[config.mk]
export PLATFORM = sky130hd
export DESIGN_NAME = ocdc_top
export DESIGN_NICKNAME = d
export VERILOG_FILES = /design/src/ocdc_pkg.sv /design/src/ocdc_sync2.sv /design/src/ocdc_divider.sv /design/src/ocdc_top.sv
export SDC_FILE = /design/constraint.sdc
export NUM_CORES = 1
export LEC_CHECK = 0
export CORE_MARGIN = 2
export CORE_UTILIZATION = 56
export CTS_CLUSTER_SIZE = 20
export DETAILED_ROUTE_END_ITERATION = 6
export DONT_BUFFER_PORTS = 1
export PLACE_DENSITY_LB_ADDON = 0.3
export SETUP_SLACK_MARGIN = 0.3
export SYNTH_ARGS = -nofsm -noshare
export SYNTH_HDL_FRONTEND = slang
export SYNTH_SLANG_ARGS = --single-unit
[constraint.sdc]
create_clock -name ref_clk -period 2.7 [get_ports ref_clk]
set_input_delay 0.675 -clock ref_clk [delete_from_list [all_inputs] [get_ports ref_clk]]
set_output_delay 0.675 -clock ref_clk [all_outputs]
set_load 0.03 [all_outputs]
[src/ocdc_pkg.sv]
/*
 * Shared constants for the output channel divider control block:
 * register indices, field positions, reset values, source codes, states.
 * Assumes an APB bus with 32-bit data and word-aligned registers.
 */
`default_nettype none

package ocdc_pkg;

    // ************************************************
    // bus geometry
    // ************************************************
    localparam int unsigned APB_AW = 12;
    localparam int unsigned APB_DW = 32;
    localparam int unsigned REG_W = 8;
    localparam int unsigned IDX_W = 10;
    localparam int unsigned IDX_LSB = 2;

    // ************************************************
    // register indices, byte address is four times these
    // ************************************************
    localparam logic [IDX_W-1:0] IDX_A_COUNTS = 10'h190;
    localparam logic [IDX_W-1:0] IDX_A_CTRL = 10'h191;
    localparam logic [IDX_W-1:0] IDX_A_ROUTE = 10'h192;
    localparam logic [IDX_W-1:0] IDX_B_COUNTS = 10'h193;
    localparam logic [IDX_W-1:0] IDX_SRC_SEL = 10'h1e1;
    localparam logic [IDX_W-1:0] IDX_STATUS = 10'h1f0;

    // ************************************************
    // field positions
    // ************************************************
    localparam int unsigned CTRL_BYPASS = 7;
    localparam int unsigned CTRL_NOSYNC = 6;
    localparam int unsigned CTRL_FORCE = 5;
    localparam int unsigned CTRL_START = 4;
    localparam int unsigned CTRL_PHASE_LSB = 0;
    localparam int unsigned ROUTE_DIRECT = 1;
    localparam int unsigned ROUTE_DCC_OFF = 0;
    localparam int unsigned CNT_LOW_LSB = 4;
    localparam int unsigned CNT_HIGH_LSB = 0;
    localparam int unsigned CNT_W = 4;
    localparam int unsigned SEL_LSB = 0;
    localparam int unsigned SEL_W = 2;
    localparam int unsigned ST_CORE_OUT = 0;
    localparam int unsigned ST_FORCE = 1;
    localparam int unsigned ST_SYNC_HOLD = 2;
    localparam int unsigned ST_DIRECT = 3;

    // ************************************************
    // reset values
    // ************************************************
    localparam logic [REG_W-1:0] RST_A_COUNTS = 8'h00;
    localparam logic [REG_W-1:0] RST_A_CTRL = 8'h80;
    localparam logic [REG_W-1:0] RST_A_ROUTE = 8'h00;
    localparam logic [REG_W-1:0] RST_B_COUNTS = 8'h80;
    localparam logic [REG_W-1:0] RST_SRC_SEL = 8'h02;

    // ************************************************
    // clock source selector codes
    // ************************************************
    localparam logic [SEL_W-1:0] SEL_EXT = 2'b00;
    localparam logic [SEL_W-1:0] SEL_NONE = 2'b01;
    localparam logic [SEL_W-1:0] SEL_OSC = 2'b10;

    typedef enum logic [1:0] {
        OCDC_HOLD = 2'b00,
        OCDC_HIGH = 2'b01,
        OCDC_LOW = 2'b10
    } ocdc_state_type;

endpackage

`default_nettype wire

[src/ocdc_sync2.sv]
/*
 * Two flip-flop synchroniser for one level from outside the clock domain.
 * Assumes the level is slow against ref_clk or only its settled value matters.
 */
`timescale 1ns/1ns
`default_nettype none

module ocdc_sync2 (
    input wire logic ref_clk,
    input wire logic rst,
    input wire logic ce,
    input wire logic din,
    output logic dout
);

    logic meta_ff;
    logic sync_ff;
    logic nxt_meta;
    logic nxt_sync;

    always_comb
    begin
        nxt_meta = ce ? din : meta_ff;
        nxt_sync = ce ? meta_ff : sync_ff;
    end

    always_ff @(posedge ref_clk)
    begin
        if (rst)
        begin
            meta_ff <= 1'b0;
            sync_ff <= 1'b0;
        end
        else
        begin
            meta_ff <= nxt_meta;
            sync_ff <= nxt_sync;
        end
    end

    assign dout = sync_ff;

endmodule

`default_nettype wire

[src/ocdc_divider.sv]
/*
 * Programmable clock divider core: start level, phase offset, high and
 * low counts. Assumes each ref_clk cycle is one divider input cycle.
 */
`timescale 1ns/1ns
`default_nettype none

module ocdc_divider (
    input wire logic ref_clk,
    input wire logic rst,
    input wire logic ce,
    input wire logic hold,
    input wire logic start_level,
    input wire logic [ocdc_pkg::CNT_W-1:0] phase_ofs,
    input wire logic [ocdc_pkg::CNT_W-1:0] high_cnt,
    input wire logic [ocdc_pkg::CNT_W-1:0] low_cnt,
    output logic div_out
);

    ocdc_pkg::ocdc_state_type state_ff;
    ocdc_pkg::ocdc_state_type nxt_state;
    logic [ocdc_pkg::CNT_W-1:0] cnt_ff;
    logic [ocdc_pkg::CNT_W-1:0] nxt_cnt;
    logic out_ff;
    logic nxt_out;

    always_comb
    begin
        nxt_state = state_ff;
        nxt_cnt = cnt_ff - 4'h1;
        nxt_out = out_ff;
        if (hold)
        begin
            // idle at start level with phase preloaded
            nxt_state = ocdc_pkg::OCDC_HOLD;
            nxt_cnt = phase_ofs;
            nxt_out = start_level;
        end
        else if (cnt_ff == '0)
        begin
            unique case (state_ff)
                ocdc_pkg::OCDC_HOLD:
                begin
                    nxt_state = start_level ? ocdc_pkg::OCDC_HIGH : ocdc_pkg::OCDC_LOW;
                    nxt_cnt = start_level ? high_cnt : low_cnt;
                end
                ocdc_pkg::OCDC_HIGH:
                begin
                    nxt_state = ocdc_pkg::OCDC_LOW;
                    nxt_cnt = low_cnt;
                    nxt_out = 1'b0;
                end
                ocdc_pkg::OCDC_LOW:
                begin
                    nxt_state = ocdc_pkg::OCDC_HIGH;
                    nxt_cnt = high_cnt;
                    nxt_out = 1'b1;
                end
                default:
                begin
                    nxt_state = ocdc_pkg::OCDC_HOLD;
                    nxt_cnt = phase_ofs;
                    nxt_out = start_level;
                end
            endcase
        end
    end

    always_ff @(posedge ref_clk)
    begin
        if (rst)
        begin
            state_ff <= ocdc_pkg::OCDC_HOLD;
            cnt_ff <= '0;
            out_ff <= 1'b0;
        end
        else if (ce)
        begin
            state_ff <= nxt_state;
            cnt_ff <= nxt_cnt;
            out_ff <= nxt_out;
        end
    end

    assign div_out = out_ff;

endmodule

`default_nettype wire

[src/ocdc_top.sv]
/*
 * Output channel divider control: APB register file, sync handling,
 * forcing, bypass and direct routing for output pair A, plus divider B.
 * Assumes ref_clk is the divider input clock; sync_n, internal_oscillator
 * and ext_clk_in arrive from pins and are synchronised here.
 */
`timescale 1ns/1ns
`default_nettype none

module ocdc_top (
    input wire logic ref_clk,
    input wire logic rst,
    input wire logic ce,
    input wire logic psel,
    input wire logic penable,
    input wire logic pwrite,
    input wire logic [ocdc_pkg::APB_AW-1:0] paddr,
    input wire logic [ocdc_pkg::APB_DW-1:0] pwdata,
    input wire logic [3:0] pstrb,
    output logic [ocdc_pkg::APB_DW-1:0] prdata,
    output logic pready,
    output logic pslverr,
    input wire logic sync_n,
    input wire logic internal_oscillator,
    input wire logic ext_clk_in,
    output logic pair_a_first_output,
    output logic pair_a_second_output,
    output logic pair_b_output,
    output logic duty_fix_enable
);

    // ************************************************
    // register index decode
    // ************************************************
    function automatic logic reg_hit(
        input logic [ocdc_pkg::APB_AW-1:0] addr,
        input logic [ocdc_pkg::IDX_W-1:0] idx
    );
        reg_hit = (addr[ocdc_pkg::APB_AW-1:ocdc_pkg::IDX_LSB] == idx);
    endfunction

    function automatic logic [ocdc_pkg::CNT_W-1:0] nibble(
        input logic [ocdc_pkg::REG_W-1:0] val,
        input int unsigned lsb
    );
        nibble = val[lsb +: ocdc_pkg::CNT_W];
    endfunction

    // ************************************************
    // declarations
    // ************************************************
    logic [ocdc_pkg::REG_W-1:0] a_counts_ff;
    logic [ocdc_pkg::REG_W-1:0] a_ctrl_ff;
    logic [ocdc_pkg::REG_W-1:0] a_route_ff;
    logic [ocdc_pkg::REG_W-1:0] b_counts_ff;
    logic [ocdc_pkg::REG_W-1:0] src_sel_ff;
    logic [ocdc_pkg::REG_W-1:0] nxt_a_counts;
    logic [ocdc_pkg::REG_W-1:0] nxt_a_ctrl;
    logic [ocdc_pkg::REG_W-1:0] nxt_a_route;
    logic [ocdc_pkg::REG_W-1:0] nxt_b_counts;
    logic [ocdc_pkg::REG_W-1:0] nxt_src_sel;
    logic [ocdc_pkg::APB_DW-1:0] prdata_ff;
    logic [ocdc_pkg::APB_DW-1:0] nxt_prdata;
    logic [ocdc_pkg::REG_W-1:0] status_val;
    logic [ocdc_pkg::REG_W-1:0] rd_val;
    logic addr_mapped;
    logic wr_en;
    logic setup_rd;
    logic sync_s;
    logic osc_s;
    logic ext_s;
    logic bypass;
    logic nosync;
    logic force_bit;
    logic start_level;
    logic direct;
    logic [ocdc_pkg::SEL_W-1:0] src_sel;
    logic sync_hold;
    logic force_active;
    logic core_hold;
    logic core_a_out;
    logic core_b_out;
    logic div_src;
    logic path_a;
    logic direct_active;
    logic pair_a_ff;
    logic pair_b_ff;
    logic dcc_en_ff;
    logic nxt_pair_a;
    logic nxt_pair_b;
    logic nxt_dcc_en;

    // ************************************************
    // pin synchronisers
    // ************************************************
    ocdc_sync2 u_sync_pin (
        .ref_clk(ref_clk),
        .rst(rst),
        .ce(ce),
        .din(~sync_n),
        .dout(sync_s)
    );

    ocdc_sync2 u_sync_osc (
        .ref_clk(ref_clk),
        .rst(rst),
        .ce(ce),
        .din(internal_oscillator),
        .dout(osc_s)
    );

    ocdc_sync2 u_sync_ext (
        .ref_clk(ref_clk),
        .rst(rst),
        .ce(ce),
        .din(ext_clk_in),
        .dout(ext_s)
    );

    // ************************************************
    // apb slave
    // ************************************************
    assign addr_mapped = reg_hit(paddr, ocdc_pkg::IDX_A_COUNTS)
                       | reg_hit(paddr, ocdc_pkg::IDX_A_CTRL)
                       | reg_hit(paddr, ocdc_pkg::IDX_A_ROUTE)
                       | reg_hit(paddr, ocdc_pkg::IDX_B_COUNTS)
                       | reg_hit(paddr, ocdc_pkg::IDX_SRC_SEL)
                       | reg_hit(paddr, ocdc_pkg::IDX_STATUS);

    // zero wait states; unmapped addresses answer with an error
    assign pready = 1'b1;
    assign pslverr = psel & penable & ~addr_mapped;
    assign wr_en = psel & penable & pwrite & addr_mapped & pstrb[0];
    assign setup_rd = psel & ~penable & ~pwrite;

    always_comb
    begin
        rd_val = '0;
        if (reg_hit(paddr, ocdc_pkg::IDX_A_COUNTS))
            rd_val = a_counts_ff;
        else if (reg_hit(paddr, ocdc_pkg::IDX_A_CTRL))
            rd_val = a_ctrl_ff;
        else if (reg_hit(paddr, ocdc_pkg::IDX_A_ROUTE))
            rd_val = a_route_ff;
        else if (reg_hit(paddr, ocdc_pkg::IDX_B_COUNTS))
            rd_val = b_counts_ff;
        else if (reg_hit(paddr, ocdc_pkg::IDX_SRC_SEL))
            rd_val = src_sel_ff;
        else if (reg_hit(paddr, ocdc_pkg::IDX_STATUS))
            rd_val = status_val;
    end

    always_comb
    begin
        nxt_a_counts = a_counts_ff;
        nxt_a_ctrl = a_ctrl_ff;
        nxt_a_route = a_route_ff;
        nxt_b_counts = b_counts_ff;
        nxt_src_sel = src_sel_ff;
        nxt_prdata = prdata_ff;
        if (setup_rd)
            nxt_prdata = {{(ocdc_pkg::APB_DW-ocdc_pkg::REG_W){1'b0}}, rd_val};
        if (wr_en)
        begin
            if (reg_hit(paddr, ocdc_pkg::IDX_A_COUNTS))
                nxt_a_counts = pwdata[ocdc_pkg::REG_W-1:0];
            if (reg_hit(paddr, ocdc_pkg::IDX_A_CTRL))
                nxt_a_ctrl = pwdata[ocdc_pkg::REG_W-1:0];
            if (reg_hit(paddr, ocdc_pkg::IDX_A_ROUTE))
                nxt_a_route = pwdata[ocdc_pkg::REG_W-1:0] & 8'h03;
            if (reg_hit(paddr, ocdc_pkg::IDX_B_COUNTS))
                nxt_b_counts = pwdata[ocdc_pkg::REG_W-1:0];
            if (reg_hit(paddr, ocdc_pkg::IDX_SRC_SEL))
                nxt_src_sel = pwdata[ocdc_pkg::REG_W-1:0] & 8'h03;
        end
    end

    always_ff @(posedge ref_clk)
    begin
        if (rst)
        begin
            a_counts_ff <= ocdc_pkg::RST_A_COUNTS;
            a_ctrl_ff <= ocdc_pkg::RST_A_CTRL;
            a_route_ff <= ocdc_pkg::RST_A_ROUTE;
            b_counts_ff <= ocdc_pkg::RST_B_COUNTS;
            src_sel_ff <= ocdc_pkg::RST_SRC_SEL;
            prdata_ff <= '0;
        end
        else if (ce)
        begin
            a_counts_ff <= nxt_a_counts;
            a_ctrl_ff <= nxt_a_ctrl;
            a_route_ff <= nxt_a_route;
            b_counts_ff <= nxt_b_counts;
            src_sel_ff <= nxt_src_sel;
            prdata_ff <= nxt_prdata;
        end
    end

    assign prdata = prdata_ff;

    // ************************************************
    // control decode
    // ************************************************
    assign bypass = a_ctrl_ff[ocdc_pkg::CTRL_BYPASS];
    assign nosync = a_ctrl_ff[ocdc_pkg::CTRL_NOSYNC];
    assign force_bit = a_ctrl_ff[ocdc_pkg::CTRL_FORCE];
    assign start_level = a_ctrl_ff[ocdc_pkg::CTRL_START];
    assign direct = a_route_ff[ocdc_pkg::ROUTE_DIRECT];
    assign src_sel = src_sel_ff[ocdc_pkg::SEL_LSB +: ocdc_pkg::SEL_W];

    assign sync_hold = ~nosync & sync_s;
    assign force_active = nosync & force_bit & ~bypass;
    assign core_hold = sync_hold | bypass;
    assign direct_active = direct & ((src_sel == ocdc_pkg::SEL_OSC)
                         | (src_sel == ocdc_pkg::SEL_EXT));

    assign status_val = {4'h0, direct_active, sync_hold, force_active, core_a_out};

    // ************************************************
    // dividers
    // ************************************************
    ocdc_divider u_div_a (
        .ref_clk(ref_clk),
        .rst(rst),
        .ce(ce),
        .hold(core_hold),
        .start_level(start_level),
        .phase_ofs(nibble(a_ctrl_ff, ocdc_pkg::CTRL_PHASE_LSB)),
        .high_cnt(nibble(a_counts_ff, ocdc_pkg::CNT_HIGH_LSB)),
        .low_cnt(nibble(a_counts_ff, ocdc_pkg::CNT_LOW_LSB)),
        .div_out(core_a_out)
    );

    ocdc_divider u_div_b (
        .ref_clk(ref_clk),
        .rst(rst),
        .ce(ce),
        .hold(sync_s),
        .start_level(1'b0),
        .phase_ofs(4'h0),
        .high_cnt(nibble(b_counts_ff, ocdc_pkg::CNT_HIGH_LSB)),
        .low_cnt(nibble(b_counts_ff, ocdc_pkg::CNT_LOW_LSB)),
        .div_out(core_b_out)
    );

    // ************************************************
    // output routing
    // ************************************************
    // bypass path follows the selected source; external unless oscillator chosen
    assign div_src = (src_sel == ocdc_pkg::SEL_OSC) ? osc_s : ext_s;

    always_comb
    begin
        if (bypass)
            path_a = div_src;
        else if (force_active)
            path_a = force_bit;
        else
            path_a = core_a_out;
    end

    always_comb
    begin
        nxt_pair_a = path_a;
        if (direct && src_sel == ocdc_pkg::SEL_OSC)
            nxt_pair_a = osc_s;
        else if (direct && src_sel == ocdc_pkg::SEL_EXT)
            nxt_pair_a = ext_s;
        nxt_pair_b = core_b_out;
        nxt_dcc_en = ~a_route_ff[ocdc_pkg::ROUTE_DCC_OFF];
    end

    always_ff @(posedge ref_clk)
    begin
        if (rst)
        begin
            pair_a_ff <= 1'b0;
            pair_b_ff <= 1'b0;
            dcc_en_ff <= 1'b1;
        end
        else if (ce)
        begin
            pair_a_ff <= nxt_pair_a;
            pair_b_ff <= nxt_pair_b;
            dcc_en_ff <= nxt_dcc_en;
        end
    end

    assign pair_a_first_output = pair_a_ff;
    assign pair_a_second_output = pair_a_ff;
    assign pair_b_output = pair_b_ff;
    assign duty_fix_enable = dcc_en_ff;

endmodule

`default_nettype wire

==> flow_summary.ini, run 1 <==
[yosys]
synth-seq-cells = 59
post_synth_instance_area_sq_mm = 0.00344
xor_and_xnor_fraction_of_the_mapped_netlist_area_pct = 0.255
synth-seq-area-share_pct = 34.3
count_of_flip_flops_with_a_built_in_enable_after_synthesis = 0
synth-adder-area-share_pct = 2.55
post_synth.cell_area_avg_sq_um = 8.08
syn-instance-count = 426
synthArstFlopShare_pct = 0
synthDominantAreaCellType = sky130_fd_sc_hd__dfxtp_1
synth.mux.area_fraction_pct = 7.78
synthTopCellsByArea = sky130_fd_sc_hd__dfxtp_1 (34%), sky130_fd_sc_hd__mux2i_1 (5.8%), sky130_fd_sc_hd__buf_4 (5.7%), sky130_fd_sc_hd__o21ai_0 (5.1%), sky130_fd_sc_hd__a21oi_1 (4.1%)
ys_dominant_reg_cell = sky130_fd_sc_hd__dfxtp_1
synth_cell_type_count = 56
yosysWarningCount = 0
synth_simple_gate_area_share_pct = 22.4
synth-compound-area-share_pct = 21.7
synthDominantCellAreaShare_pct = 34.3
synth_top_family_by_area = simple AND/OR/NAND/NOR gates

[routing]
drt-wirelength-per-cell_microns = 17.3
routed_wl_mm = 8.56
routed_via_density = 6.26
drc = 0
dr.first_iter.drc_count = 293
antenna_left = 0
drtPass1Iterations = 5
total_via_count_in_the_routed_design = 3104

[setup_path]
setup.worst_path.end_class = primary output
cpPeakStageDelay_ns = 0.38
critPathSlowestCell = sky130_fd_sc_hd__or3_4
worst-endpoint-required_ns = 2.03
arrival_ns = 1.79
crit_top_cell = sky130_fd_sc_hd__or3_4
reg2reg_setup_slack_ns = 0.66
cp-start-kind = input port
cp_cell_sequence = or3_4 > or3_4 > o2111a_2
setup.worst_path.class = input port to primary output
critical_path_peak_fanout = 4

[sta]
final.setup.worst_slack_ns = 0.235
share_of_the_cycle_needed_by_the_critical_path_after_routing_pct = 91.3
max_freq_ghz = 0.406
finalSetupViolations = 0
fin_crit_ns = 2.47
rsz0062_at_grt = true
finalMaxSlewViolations = 0
tns_ns = 0
clock_skew_after_layout_ns = 0.00649
tightest_slew_ns = 0.595
hold_viol = 0
relSlewSlack_pct = 59.8

[clocking]
hold_buffers = 0
clk_pin_slew_worst_setup_hold_paths_ns = 0.06
root_buffer = sky130_fd_sc_hd__clkbuf_8
cts_max_level = 3
cts_buffers = 9
clock-sinks = 59
cts-root-to-sink-buffers = 2
tritoncts_clock_tree = yes
worstSkewPairLatency_ns = 0.34

[min_path]
hold_path_class = input port to flip-flop

[die]
floorplan.initialDensity_pct = 58.1
core_sq_mm = 0.00592
boundaryPins = 95
die_h_microns = 82.4
fp-row-count = 28
dieWidth_microns = 82.4
die_area_sq_mm = 0.00679

[cells_and_area]
layout-drive-gt1-share_pct = 8.31
final_nets = 480
final_cell_mix = sky130_fd_sc_hd__dfxtp_1 (59), sky130_fd_sc_hd__o21ai_0 (35), sky130_fd_sc_hd__nand2_1 (33)
area_delta_synth_final_pct = 3.60
layout.cells.most_common = sky130_fd_sc_hd__dfxtp_1
antennaDiodeCount = 0
n_fill_cell = 523

[power_and_ir_drop]
pwrdens_mw_per_mm2 = 558
peakVddDrop_mv = 0.390
share_seq_of_total_power_pct = 47.7
swShare_pct = 29.1
netSwitchingPower_uw = 579
combPwrFrac_pct = 15.6
p_int_mw = 1.41
static-leakage-power_nw = 1.29
share_clk_of_total_power_pct = 36.6

[grt]
largest_net_degree_at_the_start_of_global_routing = 47
groute.usage.overall_pct = 27.1
grt-ovfl-total = 0
antenna_found_initial = 0
grt_first_pass_wirelength_mm = 13.9
first_global_vias = 2836

[flow_run]
drv.max_cap_violation_count = 0

[placed_design]
port_buffers = 0
gp_congestion = 0.878
place.detailed.hpwl_mm = 6.01
place_worst_setup_slack_ns = 0.245

[status]
outcome = finished clean
layer usage:
metal  GRT usage, %  up-vias  share of wire, %
met4           11.5        0               3.0
met2           42.7      141                46
met5              0        -                 0
met3           6.09       20               8.1
met1           35.8     1460                43
li1               -     1483                 -
critical path: cells and delay by family:
| family | cells | cell delay, ns |
|---|---|---|
| AO/OA/AOI/OAI | 1 | 0.35 |
| AND/OR/NAND/NOR | 2 | 0.76 |
power by group through the flow:
stage	Combinational [mW]	Clock (mW)	Sequential (mW)
2_1_floorplan	0.312	0	0.954
3_3_place_gp	0.295	0	0.966
3_5_place_dp	0.301	0	0.967
4_1_cts	0.306	0.724	0.948
5_1_grt	0.340	0.771	0.955
6_report	0.311	0.729	0.949
state kept, by name (all words and copies together) (netlist names), 2 cells and up:
name,cells
a_counts_ff,8
a_ctrl_ff,8
b_counts_ff,8
prdata,8
u_div_a.cnt_ff,4
u_div_b.cnt_ff,4
a_route_ff,2
src_sel_ff,2
u_div_a.state_ff,2
u_div_b.state_ff,2
cells by family after synthesis:
| kind of cell | after synthesis |
|---|---|
| other | 2 |
| muxes | 26 |
| adders and majority gates | 7 |
| xor gates and xnor gates | 1 |
| DFF | 59 |
| AOI/OAI and AO/OA | 114 |
| and+or+nand+nor | 145 |
| buffers and inverters | 72 |
path summary, 6_finish.rpt:
kind | endpoint | depth (start not counted) | start
min reg2reg | a_counts_ff[4]$_SDFFE_PP0P_ | 2 | a_counts_ff[4]$_SDFFE_PP0P_
max | pslverr | 3 | paddr[5]
max reg2reg | u_div_a.cnt_ff[1]$_SDFFE_PP0P_ | 6 | u_div_a.cnt_ff[0]$_SDFFE_PP0P_
min | u_div_a.div_out$_SDFFE_PP0P_ | 1 | rst
final cells by class:
| class | count | area, sq um | area share (%) |
|---|---|---|---|
| Timing Repair Buffer | 7 | 52.6 | 1.47 |
| Clock inverter | 2 | 10.0 | 0.281 |
| Inverter | 21 | 78.8 | 2.21 |
| Multi-Input combinational cell | 318 | 1990 | 55.7 |
| Tap cell | 75 | 93.8 | 2.63 |
| Sequential cell | 59 | 1180 | 33.1 |
| Clock buffer | 14 | 163 | 4.56 |
synthesized netlist by cell type (2+ instances only):
cell type / number
sky130_fd_sc_hd__buf_1: 2
sky130_fd_sc_hd__or3_1: 4
sky130_fd_sc_hd__nor4_1: 4
sky130_fd_sc_hd__a32oi_1: 3
sky130_fd_sc_hd__clkbuf_1: 20
sky130_fd_sc_hd__nor2b_1: 4
sky130_fd_sc_hd__nor4b_1: 2
sky130_fd_sc_hd__nor4bb_1: 2
sky130_fd_sc_hd__ha_1: 7
sky130_fd_sc_hd__a211oi_1: 4
sky130_fd_sc_hd__dfxtp_1: 59
sky130_fd_sc_hd__nand3_1: 24
sky130_fd_sc_hd__and3_1: 4
sky130_fd_sc_hd__a22oi_1: 6
sky130_fd_sc_hd__nand3b_1: 5
sky130_fd_sc_hd__or3b_2: 3
sky130_fd_sc_hd__nor3b_1: 2
sky130_fd_sc_hd__buf_2: 2
sky130_fd_sc_hd__mux2i_1: 20
sky130_fd_sc_hd__o2111a_1: 3
sky130_fd_sc_hd__nor3_1: 11
sky130_fd_sc_hd__o31ai_1: 6
sky130_fd_sc_hd__a2bb2oi_1: 6
sky130_fd_sc_hd__nand2_1: 33
sky130_fd_sc_hd__a2111oi_0: 2
sky130_fd_sc_hd__inv_1: 20
sky130_fd_sc_hd__buf_4: 26
sky130_fd_sc_hd__nand2b_1: 5
sky130_fd_sc_hd__a21o_1: 2
sky130_fd_sc_hd__conb_1: 2
sky130_fd_sc_hd__a31oi_1: 5
sky130_fd_sc_hd__o21ai_0: 35
sky130_fd_sc_hd__nand4_1: 4
sky130_fd_sc_hd__a221o_1: 7
sky130_fd_sc_hd__a21oi_1: 28
sky130_fd_sc_hd__mux2_2: 6
sky130_fd_sc_hd__nor2_1: 29
per-stage QoR:
step / power (mW) / instances / hold slack, ns / util (%) / area, sq um
floorplan: 1.27 / 449 / 0.445 / - / 3530
global placement: 1.26 / 480 / 0.456 / 57.2 / 3390
detailed placement: 1.27 / 480 / 0.469 / 57.2 / 3390
CTS: 1.98 / 496 / 0.400 / 60.1 / 3560
global route: 2.07 / 496 / 0.391 / 60.2 / 3560
finish: 1.99 / 496 / 0.403 / 60.2 / 3560
timing repair:
action	in CTS	in global routing
pin swaps	0	1
setup buffers	0	0
cloned	0	0
resized for setup	0	1
setup endpoints to repair	1	1
Note: power is estimated with default switching activity, not from simulation.
==> inputs of run 2 (changes only) <==
--- a/config.mk
+++ b/config.mk
@@ -10,7 +10,7 @@
 export CTS_CLUSTER_SIZE = 20
 export DETAILED_ROUTE_END_ITERATION = 6
 export DONT_BUFFER_PORTS = 1
-export PLACE_DENSITY_LB_ADDON = 0.3
+export PLACE_DENSITY_LB_ADDON = 0.05
 export SETUP_SLACK_MARGIN = 0.3
 export SYNTH_ARGS = -nofsm -noshare
 export SYNTH_HDL_FRONTEND = slang
==> constraint.sdc (replaced) <==
create_clock -name ref_clk -period 2.1 [get_ports ref_clk]
set_input_delay 0.525 -clock ref_clk [delete_from_list [all_inputs] [get_ports ref_clk]]
set_output_delay 0.525 -clock ref_clk [all_outputs]
set_load 0.03 [all_outputs]
==> run 2 against run 1 <==
First-iteration DRC count decreased by 32%; worst setup slack got worse by 0.22 ns; register-to-register slack got worse by 0.29 ns; largest cell class unchanged.
==> flow_summary.ini, run 2 (same netlist as run 1, synthesis figures left out) <==
[status]
outcome = finished clean

[power_and_ir_drop]
pwrdens_mw_per_mm2 = 727
share_clk_of_total_power_pct = 40.8
p_int_mw = 2.00
netSwitchingPower_uw = 773
swShare_pct = 27.8
share_seq_of_total_power_pct = 43.9
peakVddDrop_mv = 0.598
combPwrFrac_pct = 15.3
static-leakage-power_nw = 1.38

[routing]
drt-wirelength-per-cell_microns = 18.1
drc = 0
dr.first_iter.drc_count = 200
routed_wl_mm = 9.19
routed_via_density = 6.23
drtPass1Iterations = 5
antenna_left = 0
total_via_count_in_the_routed_design = 3160

[setup_path]
crit_start = paddr[5]
reg2reg_setup_slack_ns = 0.37
reg2reg_depth = 6
cp-start-kind = input port
crit_end = pslverr
setup.worst_path.class = input port to primary output
arrival_ns = 1.56
r2r-end = u_div_a.cnt_ff[1]$_SDFFE_PP0P_
setup.worst_path.end_class = primary output
worst-endpoint-required_ns = 1.57
critical_path_peak_fanout = 2
worstReg2RegStart = u_div_a.cnt_ff[0]$_SDFFE_PP0P_

[clocking]
root_buffer = sky130_fd_sc_hd__clkbuf_8
clk_pin_slew_worst_setup_hold_paths_ns = 0.07
cts-root-to-sink-buffers = 2
clock-sinks = 59
tritoncts_clock_tree = yes
cts_buffers = 9
cts_max_level = 3
hold_buffers = 0
worstSkewPairLatency_ns = 0.35

[placed_design]
place.detailed.hpwl_mm = 6.51
placed_cells = 491
port_buffers = 0
gp_congestion = 0.884

[grt]
grt-ovfl-total = 0
largest_net_degree_at_the_start_of_global_routing = 47
antenna_found_initial = 0
first_global_vias = 2803
grt_first_pass_wirelength_mm = 14.4
groute.usage.overall_pct = 28.4

[sta]
rsz0062_at_grt = true
clock_skew_after_layout_ns = 0.00860
fin_crit_ns = 2.09
finalSetupViolations = 0
max_freq_ghz = 0.479
finalMaxSlewViolations = 0
relSlewSlack_pct = 60.1
tightest_slew_ns = 0.598
hold_viol = 0
share_of_the_cycle_needed_by_the_critical_path_after_routing_pct = 99.4

[cells_and_area]
antennaDiodeCount = 0
final_cell_mix = sky130_fd_sc_hd__dfxtp_1 (56), sky130_fd_sc_hd__nand2_1 (33), sky130_fd_sc_hd__nor2_1 (29)
stdcell_count = 507
area_delta_synth_final_pct = 11.1
layout.core_utilization_pct = 64.5
final_nets = 492
layout.cells.most_common = sky130_fd_sc_hd__dfxtp_1
layout-drive-gt1-share_pct = 15.7

[die]
die_area_sq_mm = 0.00679
boundaryPins = 95
dieWidth_microns = 82.4
fp-row-count = 28
core_sq_mm = 0.00592
die_h_microns = 82.4
floorplan.initialDensity_pct = 58.1

[flow_run]
drv.max_cap_violation_count = 0

[min_path]
hold_path_class = input port to flip-flop
hold-path-cell-count = 1
==> run 2: changes by cell type in the layout (fill, tap and decap cells not counted), moves of 3 or more <==
cell,change
sky130_fd_sc_hd__buf_4,+11
sky130_fd_sc_hd__clkbuf_1,-3
sky130_fd_sc_hd__clkinvlp_4,+3
sky130_fd_sc_hd__dfxtp_1,-3
sky130_fd_sc_hd__dfxtp_2,+3
sky130_fd_sc_hd__ha_1,-4
sky130_fd_sc_hd__ha_4,+3
sky130_fd_sc_hd__inv_1,-4
sky130_fd_sc_hd__inv_2,+4
sky130_fd_sc_hd__o21ai_0,-10
sky130_fd_sc_hd__o21ai_1,+10
sky130_fd_sc_hd__or3b_4,+3
==> run 2: power groups by stage <==
stage          clock (mW)  sequential [mW]  combinational [mW]
2_1_floorplan           0             1.23               0.404
3_3_place_gp            0             1.24               0.392
3_5_place_dp            0             1.24               0.400
4_1_cts              1.16             1.22               0.411
5_1_grt              1.21             1.23               0.466
6_report             1.13             1.22               0.425
==> run 2: metrics by stage <==
step	setup slack, ns	hold WS (ns)	instance area [sq um]	total power [mW]	setup TNS [ns]
6_report	0.0117	0.244	3820	2.78	0
3_3_place_gp	-0.0301	0.460	3500	1.63	-0.0301
4_1_cts	-0.0000955	0.232	3750	2.78	-0.0000955
5_1_grt	0.0000269	0.227	3820	2.90	0
3_5_place_dp	-0.0341	0.466	3500	1.64	-0.0341
2_1_floorplan	-0.0156	0.445	3570	1.63	-0.0156
==> run 2: worst min path at each step <==
stage / start / endpoint / slack, ns
after floorplan: a_counts_ff[4]$_SDFFE_PP0P_ / a_counts_ff[4]$_SDFFE_PP0P_ / 0.44
after global placement: a_ctrl_ff[1]$_SDFFE_PP0P_ / a_ctrl_ff[1]$_SDFFE_PP0P_ / 0.46
after detailed placement: a_ctrl_ff[1]$_SDFFE_PP0P_ / a_ctrl_ff[1]$_SDFFE_PP0P_ / 0.47
after CTS: rst / a_route_ff[0]$_SDFFE_PP0P_ / 0.23
after global routing: rst / u_div_a.state_ff[0]$_SDFFE_PP0P_ / 0.23
final: rst / pair_a_first_output$_SDFFE_PP0P_ / 0.24
==> run 2: metal layers <==
layer | vias to the layer above | routed length (microns) | global-route usage [%] | share of wire [%]
met5 | - | 0 | 0 | 0
met4 | 0 | 108 | 7.33 | 1.2
met1 | 1511 | 4050 | 39.8 | 44
met3 | 11 | 760 | 7.39 | 8.3
li1 | 1506 | - | - | -
met2 | 132 | 4270 | 43.3 | 46
==> run 2: cell type report <==
type,count,area (sq um)
clock inverters,6,91.3
repair buffers,19,155
inverters,21,78.8
clock buffers,9,124
multi-input cells,318,2090
flip-flops and latches,59,1180
fillers,508,2100
well taps,75,93.8
==> run 2: critical path, stage by stage <==
cell	delay, ns
sky130_fd_sc_hd__or3_4	0.37
sky130_fd_sc_hd__or3_4	0.34
sky130_fd_sc_hd__o2111a_2	0.33
==> run 2: repair_timing <==
| item | in CTS | in global routing |
|---|---|---|
| pin swaps | 3 | 2 |
| endpoints found under the hold margin | 0 | 0 |
| buffers inserted | 1 | 0 |
| gates cloned | 0 | 0 |
| setup endpoints to repair | 6 | 9 |
| resized for setup | 13 | 14 |
==> inputs of run 3 (changes only) <==
--- a/config.mk
+++ b/config.mk
@@ -5,6 +5,8 @@
 export SDC_FILE = /design/constraint.sdc
 export NUM_CORES = 1
 export LEC_CHECK = 0
+export ABC_AREA = 1
+export ABC_CLOCK_PERIOD_IN_PS = 2100
 export CORE_MARGIN = 2
 export CORE_UTILIZATION = 56
 export CTS_CLUSTER_SIZE = 20
==> run 3 against run 2 <==
Register-to-register slack improved by 0.09 ns; critical path depth rose by 5; clock skew rose by 0.00066 ns; synthesized cell count rose by 25%; hold slack got worse by 0.0065 ns; clock power barely moved.
==> flow_summary.ini, run 3 <==
[sta]
finalMaxSlewViolations = 0
fin_crit_ns = 1.80
relSlewSlack_pct = 59.2
finalSetupViolations = 0
clock_skew_after_layout_ns = 0.00927
worst_hold_slack_ns = 0.237
tns_ns = 0
max_freq_ghz = 0.554
rsz0062_at_grt = true
tightest_slew_ns = 0.611
share_of_the_cycle_needed_by_the_critical_path_after_routing_pct = 85.9
hold_viol = 0

[yosys]
post_synth_instance_area_sq_mm = 0.00348
synth-seq-cells = 59
synth_cell_type_count = 36
ys_top_cells_by_count = sky130_fd_sc_hd__nand2_1 (135), sky130_fd_sc_hd__nor2_1 (76), sky130_fd_sc_hd__inv_1 (65)
synthArstFlopShare_pct = 0
synth-seq-area-share_pct = 34.0
yosysWarningCount = 0
post-synth-top-count-cell = sky130_fd_sc_hd__nand2_1
synthDominantCellAreaShare_pct = 34.0
synthTopCellsByArea = sky130_fd_sc_hd__dfxtp_1 (34%), sky130_fd_sc_hd__nand2_1 (15%), sky130_fd_sc_hd__nor2_1 (8.2%), sky130_fd_sc_hd__inv_1 (7.0%), sky130_fd_sc_hd__buf_4 (5.6%)
synthDominantAreaCellType = sky130_fd_sc_hd__dfxtp_1
syn-instance-count = 532
count_of_flip_flops_with_a_built_in_enable_after_synthesis = 0
post_synth.cell_area_avg_sq_um = 6.54
ys_dominant_reg_cell = sky130_fd_sc_hd__dfxtp_1

[grt]
grt_first_pass_wirelength_mm = 14.0
groute.usage.overall_pct = 25.4
largest_net_degree_at_the_start_of_global_routing = 19
grt-ovfl-total = 0
antenna_found_initial = 0
first_global_vias = 2859

[setup_path]
setup.worst_path.end_class = primary output
critical_path.n_buffers_inverters = 1
cp-start-kind = input port
worstReg2RegStart = u_div_a.cnt_ff[0]$_SDFFE_PP0P_
worst-endpoint-required_ns = 1.57
cp_cell_sequence = clkinv_8 > nand2_4 > nor2_4 > nand3_2 > nand2_4 > nor2_4 > nand2_8 > nor2_4
kind_of_cell_adding_the_most_delay_to_the_critical_path = simple AND/OR/NAND/NOR gates
cpPeakStageDelay_ns = 0.21
critPathSlowestCell = sky130_fd_sc_hd__nor2_4
arrival_ns = 1.28
setup.worst_path.class = input port to primary output
crit_top_cell = sky130_fd_sc_hd__nor2_4
critical_path_peak_fanout = 6
crit_start = paddr[8]

[power_and_ir_drop]
share_clk_of_total_power_pct = 42.9
p_int_mw = 1.90
pwrdens_mw_per_mm2 = 676
netSwitchingPower_uw = 699
peakVddDrop_mv = 0.520
static-leakage-power_nw = 1.79
share_seq_of_total_power_pct = 45.9
combPwrFrac_pct = 11.1
swShare_pct = 27.0

[clocking]
worstSkewPairLatency_ns = 0.34
cts-root-to-sink-buffers = 2
tritoncts_clock_tree = yes
cts_buffers = 9
clock-sinks = 59
cts_max_level = 3
clk_pin_slew_worst_setup_hold_paths_ns = 0.07
root_buffer = sky130_fd_sc_hd__clkbuf_8

[die]
die_h_microns = 82.8
dieWidth_microns = 82.8
core_sq_mm = 0.00596
floorplan.initialDensity_pct = 58.4
die_area_sq_mm = 0.00686
fp-row-count = 28
boundaryPins = 95

[placed_design]
port_buffers = 0
place.detailed.hpwl_mm = 6.47
gp_congestion = 0.951
placed_cells = 595

[routing]
drtPass1Iterations = 5
dr.first_iter.drc_count = 222
drc = 0
antenna_left = 0
routed_via_density = 5.30
total_via_count_in_the_routed_design = 3286
routed_wl_mm = 8.74
drt-wirelength-per-cell_microns = 14.1

[flow_run]
drv.max_cap_violation_count = 0

[cells_and_area]
antennaDiodeCount = 0
layout-drive-gt1-share_pct = 13.8
final_cell_mix = sky130_fd_sc_hd__nand2_1 (124), sky130_fd_sc_hd__nor2_1 (71), sky130_fd_sc_hd__inv_1 (61)
n_fill_cell = 558
stdcell_count = 620
multiInputGateArea_sq_mm = 0.00196
sequential_cell_area_sq_mm = 0.00118
area_delta_synth_final_pct = 10.4
layout.cells.most_common = sky130_fd_sc_hd__nand2_1
final_nets = 605

[min_path]
hold_path_startpoint = rst
hold_path_class = input port to flip-flop

[status]
outcome = finished clean
-- run 3: changes by cell type in the layout (fill, tap and decap cells not counted), moves of 10 or more --
cell	change
sky130_fd_sc_hd__inv_1	+45
sky130_fd_sc_hd__mux2i_1	-20
sky130_fd_sc_hd__nand2_1	+91
sky130_fd_sc_hd__nand2_2	+13
sky130_fd_sc_hd__nor2_1	+42
sky130_fd_sc_hd__nor2_4	+10
sky130_fd_sc_hd__o21ai_0	+10
-- run 3: cell families after synthesis --
logic type	count (synthesis)	synth area share (%)
compound gates	87	13.9
xor+xnor	1	0.252
fa+ha+maj	7	2.52
buf+inv	109	15.1
flops	59	34.0
other cells	2	0.216
simple gates	267	34.1
-- run 3: per-stage QoR --
step / instance area, sq um / power [mW] / setup slack, ns / util [%]
2_1_floorplan: 3600 / 1.49 / 0.287 / -
3_3_place_gp: 3460 / 1.48 / 0.168 / 58.0
3_5_place_dp: 3460 / 1.49 / 0.170 / 58.0
4_1_cts: 3700 / 2.59 / 0.304 / 62.2
5_1_grt: 3840 / 2.69 / 0.258 / 64.5
6_report: 3840 / 2.60 / 0.296 / 64.5
-- run 3: layout make-up --
class	count	share of cell area, %
multi-input combinational	387	51.1
clock inverter	5	2.05
sequential	59	30.8
inverter	71	7.66
clock buffer	10	3.32
tap	75	2.44
timing repair buffer	13	2.54
-- run 3: repair_timing --
action / in CTS / in global routing
pin swaps: 4 / 14
buffers inserted: 3 / 7
resized for setup: 5 / 28
hold buffers: 0 / 0
setup endpoints to repair: 1 / 8
-- run 3: worst paths after layout --
| kind | slack [ns] | depth (start not counted) | to |
|---|---|---|---|
| setup / recovery | 0.30 | 8 | pslverr |
| hold / removal | 0.24 | 1 | u_div_a.state_ff[1]$_SDFFE_PP0P_ |
| setup reg to reg | 0.46 | 12 | u_div_a.div_out$_SDFFE_PP0P_ |
| hold reg to reg | 0.47 | 2 | u_div_b.cnt_ff[1]$_SDFFE_PP0P_ |
-- run 3: power groups by stage --
| stage | Sequential (mW) | Clock [mW] | Combinational [mW] |
|---|---|---|---|
| global placement | 1.22 | 0 | 0.267 |
| global route | 1.19 | 1.17 | 0.326 |
| detailed placement | 1.22 | 0 | 0.272 |
| finish | 1.19 | 1.11 | 0.289 |
| floorplan | 1.21 | 0 | 0.281 |
| CTS | 1.19 | 1.12 | 0.277 |
-- run 3: layer usage --
| layer | wire [microns] | GRT usage (%) | vias up |
|---|---|---|---|
| li1 | - | - | 1654 |
| met3 | 671 | 6.96 | 20 |
| met1 | 4050 | 35.1 | 1482 |
| met2 | 3810 | 38.4 | 130 |
| met5 | 0 | 0 | - |
| met4 | 205 | 8.35 | 0 |
